## src/logic/td_pkg.sv

```systemverilog
/*
  Constants, states and register map of the
  dual-channel torque disable monitor.
  Assumes a 125 MHz system clock.
*/
package td_pkg;
  // ----------------------------------------
  // Timing
  // ----------------------------------------
  localparam int unsigned CLK_HZ    = 125_000_000;
  localparam int unsigned CYC_PER_MS = CLK_HZ / 1000;
  localparam int unsigned PULSE_MS  = 2;    // Test pulses ignored
  localparam int unsigned FILTER_MS = 6;    // Low must last this long
  localparam int unsigned TOL_MS    = 1600; // Skew never a fault
  localparam int unsigned FAULT_MS  = 2300; // Chosen threshold
  localparam int unsigned MAX_MS    = 3000; // Skew always a fault
  localparam int unsigned PULSE_CYC  = CYC_PER_MS * PULSE_MS;
  localparam int unsigned FILTER_CYC = CYC_PER_MS * FILTER_MS;
  localparam int unsigned FAULT_CYC  = CYC_PER_MS * FAULT_MS;
  // ----------------------------------------
  // Register indexes
  // ----------------------------------------
  localparam logic [3:0] A_CTRL    = 4'h0; // W: start, stop
  localparam logic [3:0] A_STATE   = 4'h1; // R: live state
  localparam logic [3:0] A_IRQ_ST  = 4'h2; // R: sticky events
  localparam logic [3:0] A_IRQ_CLR = 4'h3; // W: clear by one
  localparam logic [3:0] A_IRQ_EN  = 4'h4; // RW: enable
  localparam logic [3:0] A_H_CNT   = 4'h5; // R: history fill
  localparam logic [3:0] A_H_SEL   = 4'h6; // RW: history index
  localparam logic [3:0] A_H_DATA  = 4'h7; // R: selected entry
  // Field positions
  localparam int CTRL_START = 0;
  localparam int CTRL_STOP  = 1;
  localparam int IRQ_FAULT  = 0;
  localparam int IRQ_TRIP   = 1;
  localparam int IRQ_HIST   = 2;
  localparam int IRQ_W      = 3;
  localparam logic [IRQ_W-1:0] IRQ_EN_RST = 3'h0;
  // History entry codes
  localparam logic [1:0] CODE_START = 2'h1;
  localparam logic [1:0] CODE_RUN   = 2'h2;
  // Run state
  typedef enum logic [1:0] {
    RS_STOPPED = 2'b00,
    RS_RUNNING = 2'b01,
    RS_FAULT   = 2'b10
  } run_st_t;
endpackage

```

## src/logic/td_link_if.sv

```systemverilog
/*
  Carrier between the monitor top, its input
  filter and its trip history store.
  Assumes all ends share one clock.
*/
`timescale 1ns/1ps
interface td_link_if #(
  parameter int HAW = 3
);
  logic [1:0]   raw;   // Pins, b then a
  logic [1:0]   filt;  // Filtered levels
  logic         push;  // Append one entry
  logic [1:0]   code;  // Entry to append
  logic [HAW-1:0] sel; // Entry to show
  logic [1:0]   entry; // Selected entry
  logic [HAW:0] count; // Entries held

  modport filt_mp (input raw, output filt);
  modport hist_mp (input push, code, sel, output entry, count);
  modport top_mp  (output raw, push, code, sel,
                   input filt, entry, count);
endinterface

```

## src/logic/td_input_filter.sv

```systemverilog
/*
  Two-flop synchroniser and low-going filter
  for both safety inputs.
  Assumes raw pins are asynchronous to clk.
*/
`timescale 1ns/1ps
module td_input_filter
  import td_pkg::*;
#(
  parameter int unsigned FILTER_CYCLES = FILTER_CYC
)(
  input wire logic clk,    // System clock
  input wire logic resetn, // Async reset, low
  td_link_if.filt_mp lk    // Raw in, filtered out
);
  // Elaboration check, the low counter needs one cycle
  if (FILTER_CYCLES < 1)
  begin : g_bad_filter
    $error("FILTER_CYCLES must be at least 1");
  end

  typedef struct packed {
    logic        s1;   // First sync flop
    logic        s2;   // Second sync flop
    logic        filt; // Filtered level
    logic [31:0] cnt;  // Cycles low so far
  } ch_st_t;

  // ----------------------------------------
  // One filter per channel
  // ----------------------------------------
  genvar g;
  generate
    for (g = 0; g < 2; g++)
    begin : g_ch
      ch_st_t q;
      ch_st_t n;
      // Rising edge passes at once, low must persist
      always_comb
      begin
        n = q;
        n.s1 = lk.raw[g];
        n.s2 = q.s1;
        if (q.s2)
        begin
          n.cnt  = 32'h0000_0000;
          n.filt = 1'b1;
        end
        // short test pulses never reach here
        // react only after a full low spell
        else if (q.cnt >= 32'(FILTER_CYCLES - 1))
          n.filt = 1'b0;
        else
          n.cnt = q.cnt + 32'h0000_0001;
      end
      // State register, safe low at power-up
      always_ff @(posedge clk or negedge resetn)
      begin
        if (!resetn)
          q <= '0;
        else
          q <= n;
      end
      assign lk.filt[g] = q.filt;
    end
  endgenerate
endmodule

```

## src/logic/td_trip_history.sv

```systemverilog
/*
  Circular trip history store of small codes.
  Assumes one push per cycle at most.
*/
`timescale 1ns/1ps
module td_trip_history #(
  parameter int DEPTH = 8,
  parameter int HAW   = 3
)(
  input wire logic clk,    // System clock
  input wire logic resetn, // Async reset, low
  td_link_if.hist_mp lk    // Push and read side
);
  // Elaboration check, pointers wrap at a power of two
  if (DEPTH != (1 << HAW))
  begin : g_bad_depth
    $error("DEPTH must equal 2**HAW");
  end

  typedef struct packed {
    logic [HAW-1:0] wptr; // Next slot
    logic [HAW:0]   cnt;  // Fill, saturates
  } hist_st_t;

  hist_st_t   q;
  hist_st_t   n;
  logic [1:0] mem [DEPTH]; // Entry codes

  // Pointer and fill update
  always_comb
  begin
    n = q;
    if (lk.push)
    begin
      n.wptr = q.wptr + 1'b1;
      if (q.cnt != (HAW+1)'(DEPTH))
        n.cnt = q.cnt + 1'b1;
    end
  end

  // Oldest entry is overwritten when full
  always_ff @(posedge clk or negedge resetn)
  begin
    if (!resetn)
      q <= '0;
    else
      q <= n;
  end

  always_ff @(posedge clk)
  begin
    if (lk.push)
      mem[q.wptr] <= lk.code;
  end

  assign lk.entry = mem[lk.sel];
  assign lk.count = q.cnt;
endmodule

```

## src/logic/td_monitor.sv

```systemverilog
/*
  Dual-channel torque disable monitor: decodes
  the two safety inputs, times disagreement,
  latches a fault until power-up, keeps the run
  state, trip indication, history and irq.
  Assumes power-on reset only and a plain
  register port with read data one cycle later.
*/
// Local design decisions: the register offsets and strobed register access.
// How it works
// - Both low: trip, no power, status on
// - Both high: may run, status off
// - Inputs differ: tripped, status off
// - Skew up to 1.6 s no fault
// - Differ over 3.0 s always faults
// - Fault locks: tripped, status off
// - Only power cycle clears fault
// - Ignore low pulses under 2 ms
// - React after input low 6 ms
// - Trip when start with input low
// - Trip when input drops while running
// - Trip on circuit fault
// - History entry at refused start or running drop
// - No history entry for a drop when not running
`timescale 1ns/1ps
module td_monitor
  import td_pkg::*;
#(
  parameter int unsigned FILTER_CYCLES = FILTER_CYC,
  parameter int unsigned FAULT_CYCLES  = FAULT_CYC,
  parameter int          HIST_DEPTH    = 8
)(
  input  wire logic        clk,               // 125 MHz
  input  wire logic        resetn,            // Power-on reset
  input  wire logic        safety_input_a,    // Channel a pin
  input  wire logic        safety_input_b,    // Channel b pin
  input  wire logic [3:0]  addr,              // Register index
  input  wire logic [31:0] wr_data,           // Write data
  input  wire logic        wr_en,             // Write strobe
  input  wire logic        rd_en,             // Read strobe
  output logic      [31:0] rd_data,           // Read data
  output logic             motor_power_en,    // Power stage on
  output logic             run_active,        // Drive running
  output logic             trip_indication,   // Trip shown
  output logic             fault_latched,     // Locked fault
  output logic             status_output_pos, // Relay side a
  output logic             status_output_neg, // Relay side b
  output logic             irq                // Level interrupt
);
  localparam int HAW = $clog2(HIST_DEPTH);

  // ----------------------------------------
  // Elaboration checks
  // ----------------------------------------
  // Timer needs at least one cycle
  if (FAULT_CYCLES < 1)
  begin : g_bad_fault
    $error("FAULT_CYCLES must be at least 1");
  end
  // History needs an index bit
  if (HIST_DEPTH < 2)
  begin : g_bad_depth
    $error("HIST_DEPTH must be at least 2");
  end
  // Threshold must sit inside the skew window
  if (FAULT_MS <= TOL_MS || FAULT_MS >= MAX_MS)
  begin : g_bad_window
    $error("Fault threshold out of window");
  end
  // Filter must outlast a test pulse
  if (FILTER_MS <= PULSE_MS)
  begin : g_bad_pulse
    $error("Filter shorter than test pulse");
  end

  // ----------------------------------------
  // State
  // ----------------------------------------
  typedef struct packed {
    run_st_t          st;      // Run state
    logic [31:0]      dis_cnt; // Disagree timer
    logic             pwr;     // Power stage on
    logic             run;     // Running flag
    logic             trip;    // Trip indication
    logic             flt;     // Fault copy
    logic             st_pos;  // Relay side a
    logic             st_neg;  // Relay side b
    logic [IRQ_W-1:0] irq_st;  // Sticky events
    logic [IRQ_W-1:0] irq_en;  // Event enables
    logic             irq;     // Interrupt line
    logic [HAW-1:0]   sel;     // History index
    logic [31:0]      rdata;   // Read data
    logic             push;    // History append
    logic [1:0]       code;    // Appended code
  } top_st_t;

  top_st_t q;      // Registered state
  top_st_t n;      // Next state
  logic    fa;     // Channel a filtered
  logic    fb;     // Channel b filtered
  logic    differ; // Channels disagree
  logic    td_on;  // Disable asked
  logic    start_p;// Start command
  logic    stop_p; // Stop command
  logic [IRQ_W-1:0] ev; // Events now

  td_link_if #(.HAW(HAW)) lk ();

  // ----------------------------------------
  // Sub-blocks
  // ----------------------------------------
  assign lk.raw  = {safety_input_b, safety_input_a};
  assign lk.push = q.push;
  assign lk.code = q.code;
  assign lk.sel  = q.sel;

  td_input_filter #(
    .FILTER_CYCLES (FILTER_CYCLES)
  ) u_filter (
    .clk    (clk),
    .resetn (resetn),
    .lk     (lk.filt_mp)
  );

  td_trip_history #(
    .DEPTH (HIST_DEPTH),
    .HAW   (HAW)
  ) u_hist (
    .clk    (clk),
    .resetn (resetn),
    .lk     (lk.hist_mp)
  );

  // ----------------------------------------
  // Input decode and commands
  // ----------------------------------------
  assign fa      = lk.filt[0];
  assign fb      = lk.filt[1];
  assign differ  = fa ^ fb;
  assign td_on   = ~(fa & fb);
  assign start_p = wr_en && (addr == A_CTRL) && wr_data[CTRL_START];
  assign stop_p  = wr_en && (addr == A_CTRL) && wr_data[CTRL_STOP];

  // ----------------------------------------
  // Next state
  // ----------------------------------------
  always_comb
  begin
    n      = q;
    n.push = 1'b0;
    ev     = '0;
    // Run state and history entries
    unique case (q.st)
      RS_STOPPED:
      begin
        if (start_p)
        begin
          if (td_on)
          begin
            n.push = 1'b1;
            n.code = CODE_START;
          end
          else
            n.st = RS_RUNNING;
        end
        // drop while stopped is not logged
      end
      RS_RUNNING:
      begin
        // input loss stops a running drive
        if (td_on)
        begin
          n.st   = RS_STOPPED;
          n.push = 1'b1;
          n.code = CODE_RUN;
        end
        else if (stop_p)
          n.st = RS_STOPPED;
      end
      RS_FAULT:
      begin
        if (start_p)
        begin
          n.push = 1'b1;
          n.code = CODE_START;
        end
      end
      default:
        n.st = RS_FAULT;
    endcase
    if (!differ)
      n.dis_cnt = 32'h0000_0000;
    else if (q.st != RS_FAULT)
    begin
      if (q.dis_cnt >= 32'(FAULT_CYCLES - 1))
      begin
        n.st  = RS_FAULT;
        ev[IRQ_FAULT] = 1'b1;
      end
      else
        n.dis_cnt = q.dis_cnt + 32'h0000_0001;
    end
    // nothing but reset leaves the fault
    if (q.st == RS_FAULT)
      n.st = RS_FAULT;
    n.flt = (n.st == RS_FAULT);
    n.run = (n.st == RS_RUNNING);
    // power only when both high and running
    n.pwr = fa && fb && n.run;
    n.trip = td_on || n.flt;
    // status on only in the safe state
    n.st_pos = !fa && !fb && !n.flt;
    n.st_neg = !n.st_pos;
    ev[IRQ_TRIP] = n.trip && !q.trip;
    ev[IRQ_HIST] = n.push;
    // Register writes, set beats clear
    if (wr_en && addr == A_IRQ_EN)
      n.irq_en = wr_data[IRQ_W-1:0];
    if (wr_en && addr == A_H_SEL)
      n.sel = wr_data[HAW-1:0];
    if (wr_en && addr == A_IRQ_CLR)
      n.irq_st = q.irq_st & ~wr_data[IRQ_W-1:0];
    n.irq_st = n.irq_st | ev;
    n.irq    = |(n.irq_st & n.irq_en);
    // Register reads, unmapped give zero
    n.rdata = 32'h0000_0000;
    if (rd_en)
    begin
      case (addr)
        A_STATE:
          n.rdata = 32'({q.st_pos, q.flt, q.trip, q.run, fb, fa});
        A_IRQ_ST:
          n.rdata = 32'(q.irq_st);
        A_IRQ_EN:
          n.rdata = 32'(q.irq_en);
        A_H_CNT:
          n.rdata = 32'(lk.count);
        A_H_SEL:
          n.rdata = 32'(q.sel);
        A_H_DATA:
          n.rdata = 32'(lk.entry);
        default:
          n.rdata = 32'h0000_0000;
      endcase
    end
  end

  // ----------------------------------------
  // State register
  // ----------------------------------------
  always_ff @(posedge clk or negedge resetn)
  begin
    if (!resetn)
    begin
      q        <= '0;
      q.st     <= RS_STOPPED;
      q.trip   <= 1'b1;
      q.st_neg <= 1'b1;
      q.irq_en <= IRQ_EN_RST;
    end
    else
      q <= n;
  end

  // ----------------------------------------
  // Outputs
  // ----------------------------------------
  assign rd_data           = q.rdata;
  assign motor_power_en    = q.pwr;
  assign run_active        = q.run;
  assign trip_indication   = q.trip;
  assign fault_latched     = q.flt;
  assign status_output_pos = q.st_pos;
  assign status_output_neg = q.st_neg;
  assign irq               = q.irq;
endmodule

```

## config.mk

```make
export PLATFORM = sky130hd
export DESIGN_NAME = td_monitor
export DESIGN_NICKNAME = d
export VERILOG_FILES = /design/src/logic/td_pkg.sv /design/src/logic/td_link_if.sv /design/src/logic/td_input_filter.sv /design/src/logic/td_trip_history.sv /design/src/logic/td_monitor.sv
export SDC_FILE = /design/constraint.sdc
export NUM_CORES = 1
export LEC_CHECK = 0
export ABC_CLOCK_PERIOD_IN_PS = 3000
export BUFFER_PORTS_ARGS = -buffer_cell sky130_fd_sc_hd__buf_2
export CORE_MARGIN = 2
export CORE_UTILIZATION = 50
export DETAILED_ROUTE_END_ITERATION = 8
export GPL_ROUTABILITY_DRIVEN = 0
export PLACE_DENSITY = 0.7
export SYNTH_ARGS = -nofsm -noshare
export SYNTH_HDL_FRONTEND = slang
export SYNTH_HIERARCHICAL = 1
export SYNTH_SLANG_ARGS = --single-unit
```

## constraint.sdc

```tcl
create_clock -name clk -period 3 [get_ports clk]
set_input_delay 0.6 -clock clk [delete_from_list [all_inputs] [get_ports clk]]
set_output_delay 0.6 -clock clk [all_outputs]
set_load 0.01 [all_outputs]
```

==> summary.txt <==
Layout
  – Area Growth Syn to Fin: 9.15%
  – Share of cells above drive strength 1: 0.119
  – Antenna cells: 0
  – NumNets Final: 796
  – Commonest non-fill, non-tap cell in the layout: dfrtp_1
  – Most frequent cells in the layout: dfrtp_1 (134), a21oi_1 (65), nor2_1 (42), nand2_1 (39), o21ai_0 (39)
  – Final Instance Area: 8300 sq um

Detailed routing
  – Vias per cell: 5.87
  – Metal1 wirelength: 6770 um
  – Drt wl/cell: 15.5 um
  – Post-Route WL: 14,700 um
  – Post-DRT Antenna Nets: 0
  – DRT Pass-1 Iters: 5
  – Vias post-DR: 5,559
  – Wire length on met3: 601 um
  – Uppermost layer routed: met4
  – WL met2: 7120 um
  – DRC viols: 0
  – 1st-iter DRT viols: 366

Synthesis
  – Synth warn: 6
  – Yosys top cell area share: 0.441
  – Async SR Flop Fraction: 0.895
  – Post-Syn Area per Cell: 10.3 sq um
  – Synth cell types: 62
  – Largest cells by area after synthesis: dfrtp_1 (44%), edfxtp_1 (6.3%), a21oi_1 (4.3%)
  – Main flop type after synthesis: dfrtp_1
  – FF+latch count, synth: 152
  – Mapped Area: 7600 sq um
  – Post-synth top area cell: dfrtp_1
  – Register area share after synthesis: 0.511
  – Post-synth EDFFs: 16
  – Gate Count Post-Synth: 735

Clock tree
  – Hold Buf Count CTS: 0
  – CTS Sinks: 152
  – Root buffer cell: clkbuf_16
  – Post-CTS sizing: 0
  – H-tree level count: 4
  – Longest Clk Path Bufs: 2
  – CTS buffer count: 17
  – Post-CTS setup buffer count: 0
  – Reg clk slew, reported paths: 0.06 ns
  – TritonCTS clock tree: built
  – Clk_lat worst skew: 0.42 ns

Power
  – Pleak: 3.53 nW
  – Clock share of power: 0.458
  – Internal power: 0.00348 W
  – Max IR drop VDD: 0.361 mV
  – Switching Fraction: 0.226
  – Logic pwr share: 0.054
  – Seq pwr share: 0.487
  – Pwr dens: 542 nW/um^2
  – Switching pwr: 0.00101 W

Floorplan
  – Rows: 45
  – I/O pin total: 81
  – Core box area: 15,000 sq um
  – Die area: 16,200 sq um
  – Die height: 127 um
  – Die width: 127 um
  – Initial core utilization: 0.506

STA
  – Slew HR: 0.287
  – Setup tns final: 0 ns
  – Unrepaired setup endpoints after global routing: no
  – Period utilisation layout: 0.909
  – Worst-margin pin slew: 1.07 ns
  – Final setup violation count: 0
  – Max frequency: 367 MHz
  – Final Max Tran Viols: 0
  – Minimum clock period: 2.73 ns
  – Final hold vios: 0
  – Clk_skew: 0.00636 ns

Setup path
  – Crit path max-delay cell type: or4_1
  – CP Launch Type: flip-flop
  – Crit. End Element: flip-flop
  – Crit-path cells: or3_1, or4_4, a2111oi_4, nand2_2, or4_1, a21oi_1
  – Critical path buffer and inverter count: 0
  – Crit path kind: reg2reg
  – Worst R2R Setup Slack: 0.27 ns
  – Delay-heaviest family, CP: simple AND/OR/NAND/NOR gates
  – CP required: 3.35 ns
  – CP Max Fanout: 14
  – Worst Path Arrival: 3.08 ns
  – CP max stage delay: 0.51 ns

Global routing
  – Global-route wire length before repair: 24,500 um
  – Initial antenna violation count: 0
  – Largest net degree at the start of global routing: 77
  – Remaining Overflow, GRT: 0
  – Total global-route track usage: 0.187
  – Via count of the first global-routing pass: 5,154

Placed design
  – Post-DP Area: 7720 sq um
  – Final HPWL DP: 10000 um
  – I/O Buffers: 25

Job
  – Maxcap violations: 0

Hold path
  – HP Class: in2async

Status
  – Status: complete, no violations
## synth_stat cells, types with 3 or more instances
cell type and instances:
nand2b_1 10, nand4_1 32, mux4_1 4, a21o_1 4, inv_1 15, buf_1 4
o31ai_1 18, xor2_1 6, and4_1 7, o21ai_0 39, and4b_1 3, or3_1 34
clkbuf_1 18, mux2_1 6, xnor2_1 6, mux2_2 10, dfrtp_1 134, edfxtp_1 16
and3_1 12, nand3_1 25, mux2i_1 6, nor3_1 8, and2_1 24, ha_1 8
a21oi_1 65, nor2b_1 25, or4_1 14, o21a_1 3, buf_2 4, nand2_1 39
nor4_1 15, nor2_1 42, buf_4 39
## worst register-to-register path: cells and delay by family (launching register included)
kind	cells	cell delay, ns
AO/OA/AOI/OAI	2	0.62
AND/OR/NAND/NOR	4	1.66
flip-flops	1	0.38
## cells by family after synthesis
logic type | count (synthesis) | share of synthesized area
and+or+nand+nor | 301 | 0.225
other | 1 | 0.000493
muxes | 28 | 0.0514
buffers and inverters | 82 | 0.0624
adders and majority gates | 8 | 0.0132
DFF | 152 | 0.511
AOI/OAI and AO/OA | 151 | 0.123
xor gates and xnor gates | 12 | 0.0138
## power by group through the flow
stage | combinational [W] | clock (W) | sequential, W
5_1_grt | 0.000275 | 0.00219 | 0.00220
6_report | 0.000245 | 0.00206 | 0.00219
2_1_floorplan | 0.000182 | 0 | 0.00221
3_5_place_dp | 0.000248 | 0 | 0.00223
3_3_place_gp | 0.000238 | 0 | 0.00222
4_1_cts | 0.000249 | 0.00211 | 0.00219
## cell type report
| type | count | area [sq um] |
|---|---|---|
| repair buffers | 34 | 211 |
| clock inverters | 12 | 126 |
| well taps | 188 | 235 |
| fillers | 1282 | 6740 |
| multi-input cells | 526 | 3330 |
| flip-flops and latches | 152 | 3890 |
| clock buffers | 20 | 447 |
| inverters | 15 | 56.3 |
## sequential cells by signal (all words and copies together) (netlist names), 2 cells and up
name / cells
q: 40
u_filter/lk.filt: 2
u_hist/q: 3
lk.sel: 3
u_filter/g_ch.n: 2
rd_data: 6
lk.code: 2
u_filter/g_ch.q: 66
u_hist/mem: 16
u_hist/lk.count: 4
## path summary, 6_finish.rpt
kind	start	end	cells past startpoint
worst min-delay path	resetn	lk.sel[1]	1
worst max-delay path	q[80]	q[77]	6
min in group clk	safety_input_b	u_filter/g_ch[1].n[33]	1
worst max register to register	q[80]	q[77]	6
worst min register to register	u_filter/g_ch[1].n[33]	u_filter/g_ch[1].q[33]	0
max in group asynchronous	resetn	trip_indication	2
## metrics by stage
stage,utilization,total power (W),worst slack (ns),instances,hold WS [ns]
floorplan,-,0.00239,0.569,760,0.304
global placement,0.514,0.00246,0.311,915,0.332
detailed placement,0.514,0.00247,0.311,915,0.336
CTS,0.552,0.00455,0.292,947,0.228
global route,0.552,0.00467,0.115,947,0.257
finish,0.552,0.00450,0.272,947,0.207
## per-layer routing
metal  GRT usage  vias to the layer above
li1            -                     2659
met1       0.251                     2759
met2       0.303                      124
met3      0.0415                       17
met4      0.0666                        0
met5           0                        -
No activity file was read; power rests on OpenSTA's default activity.
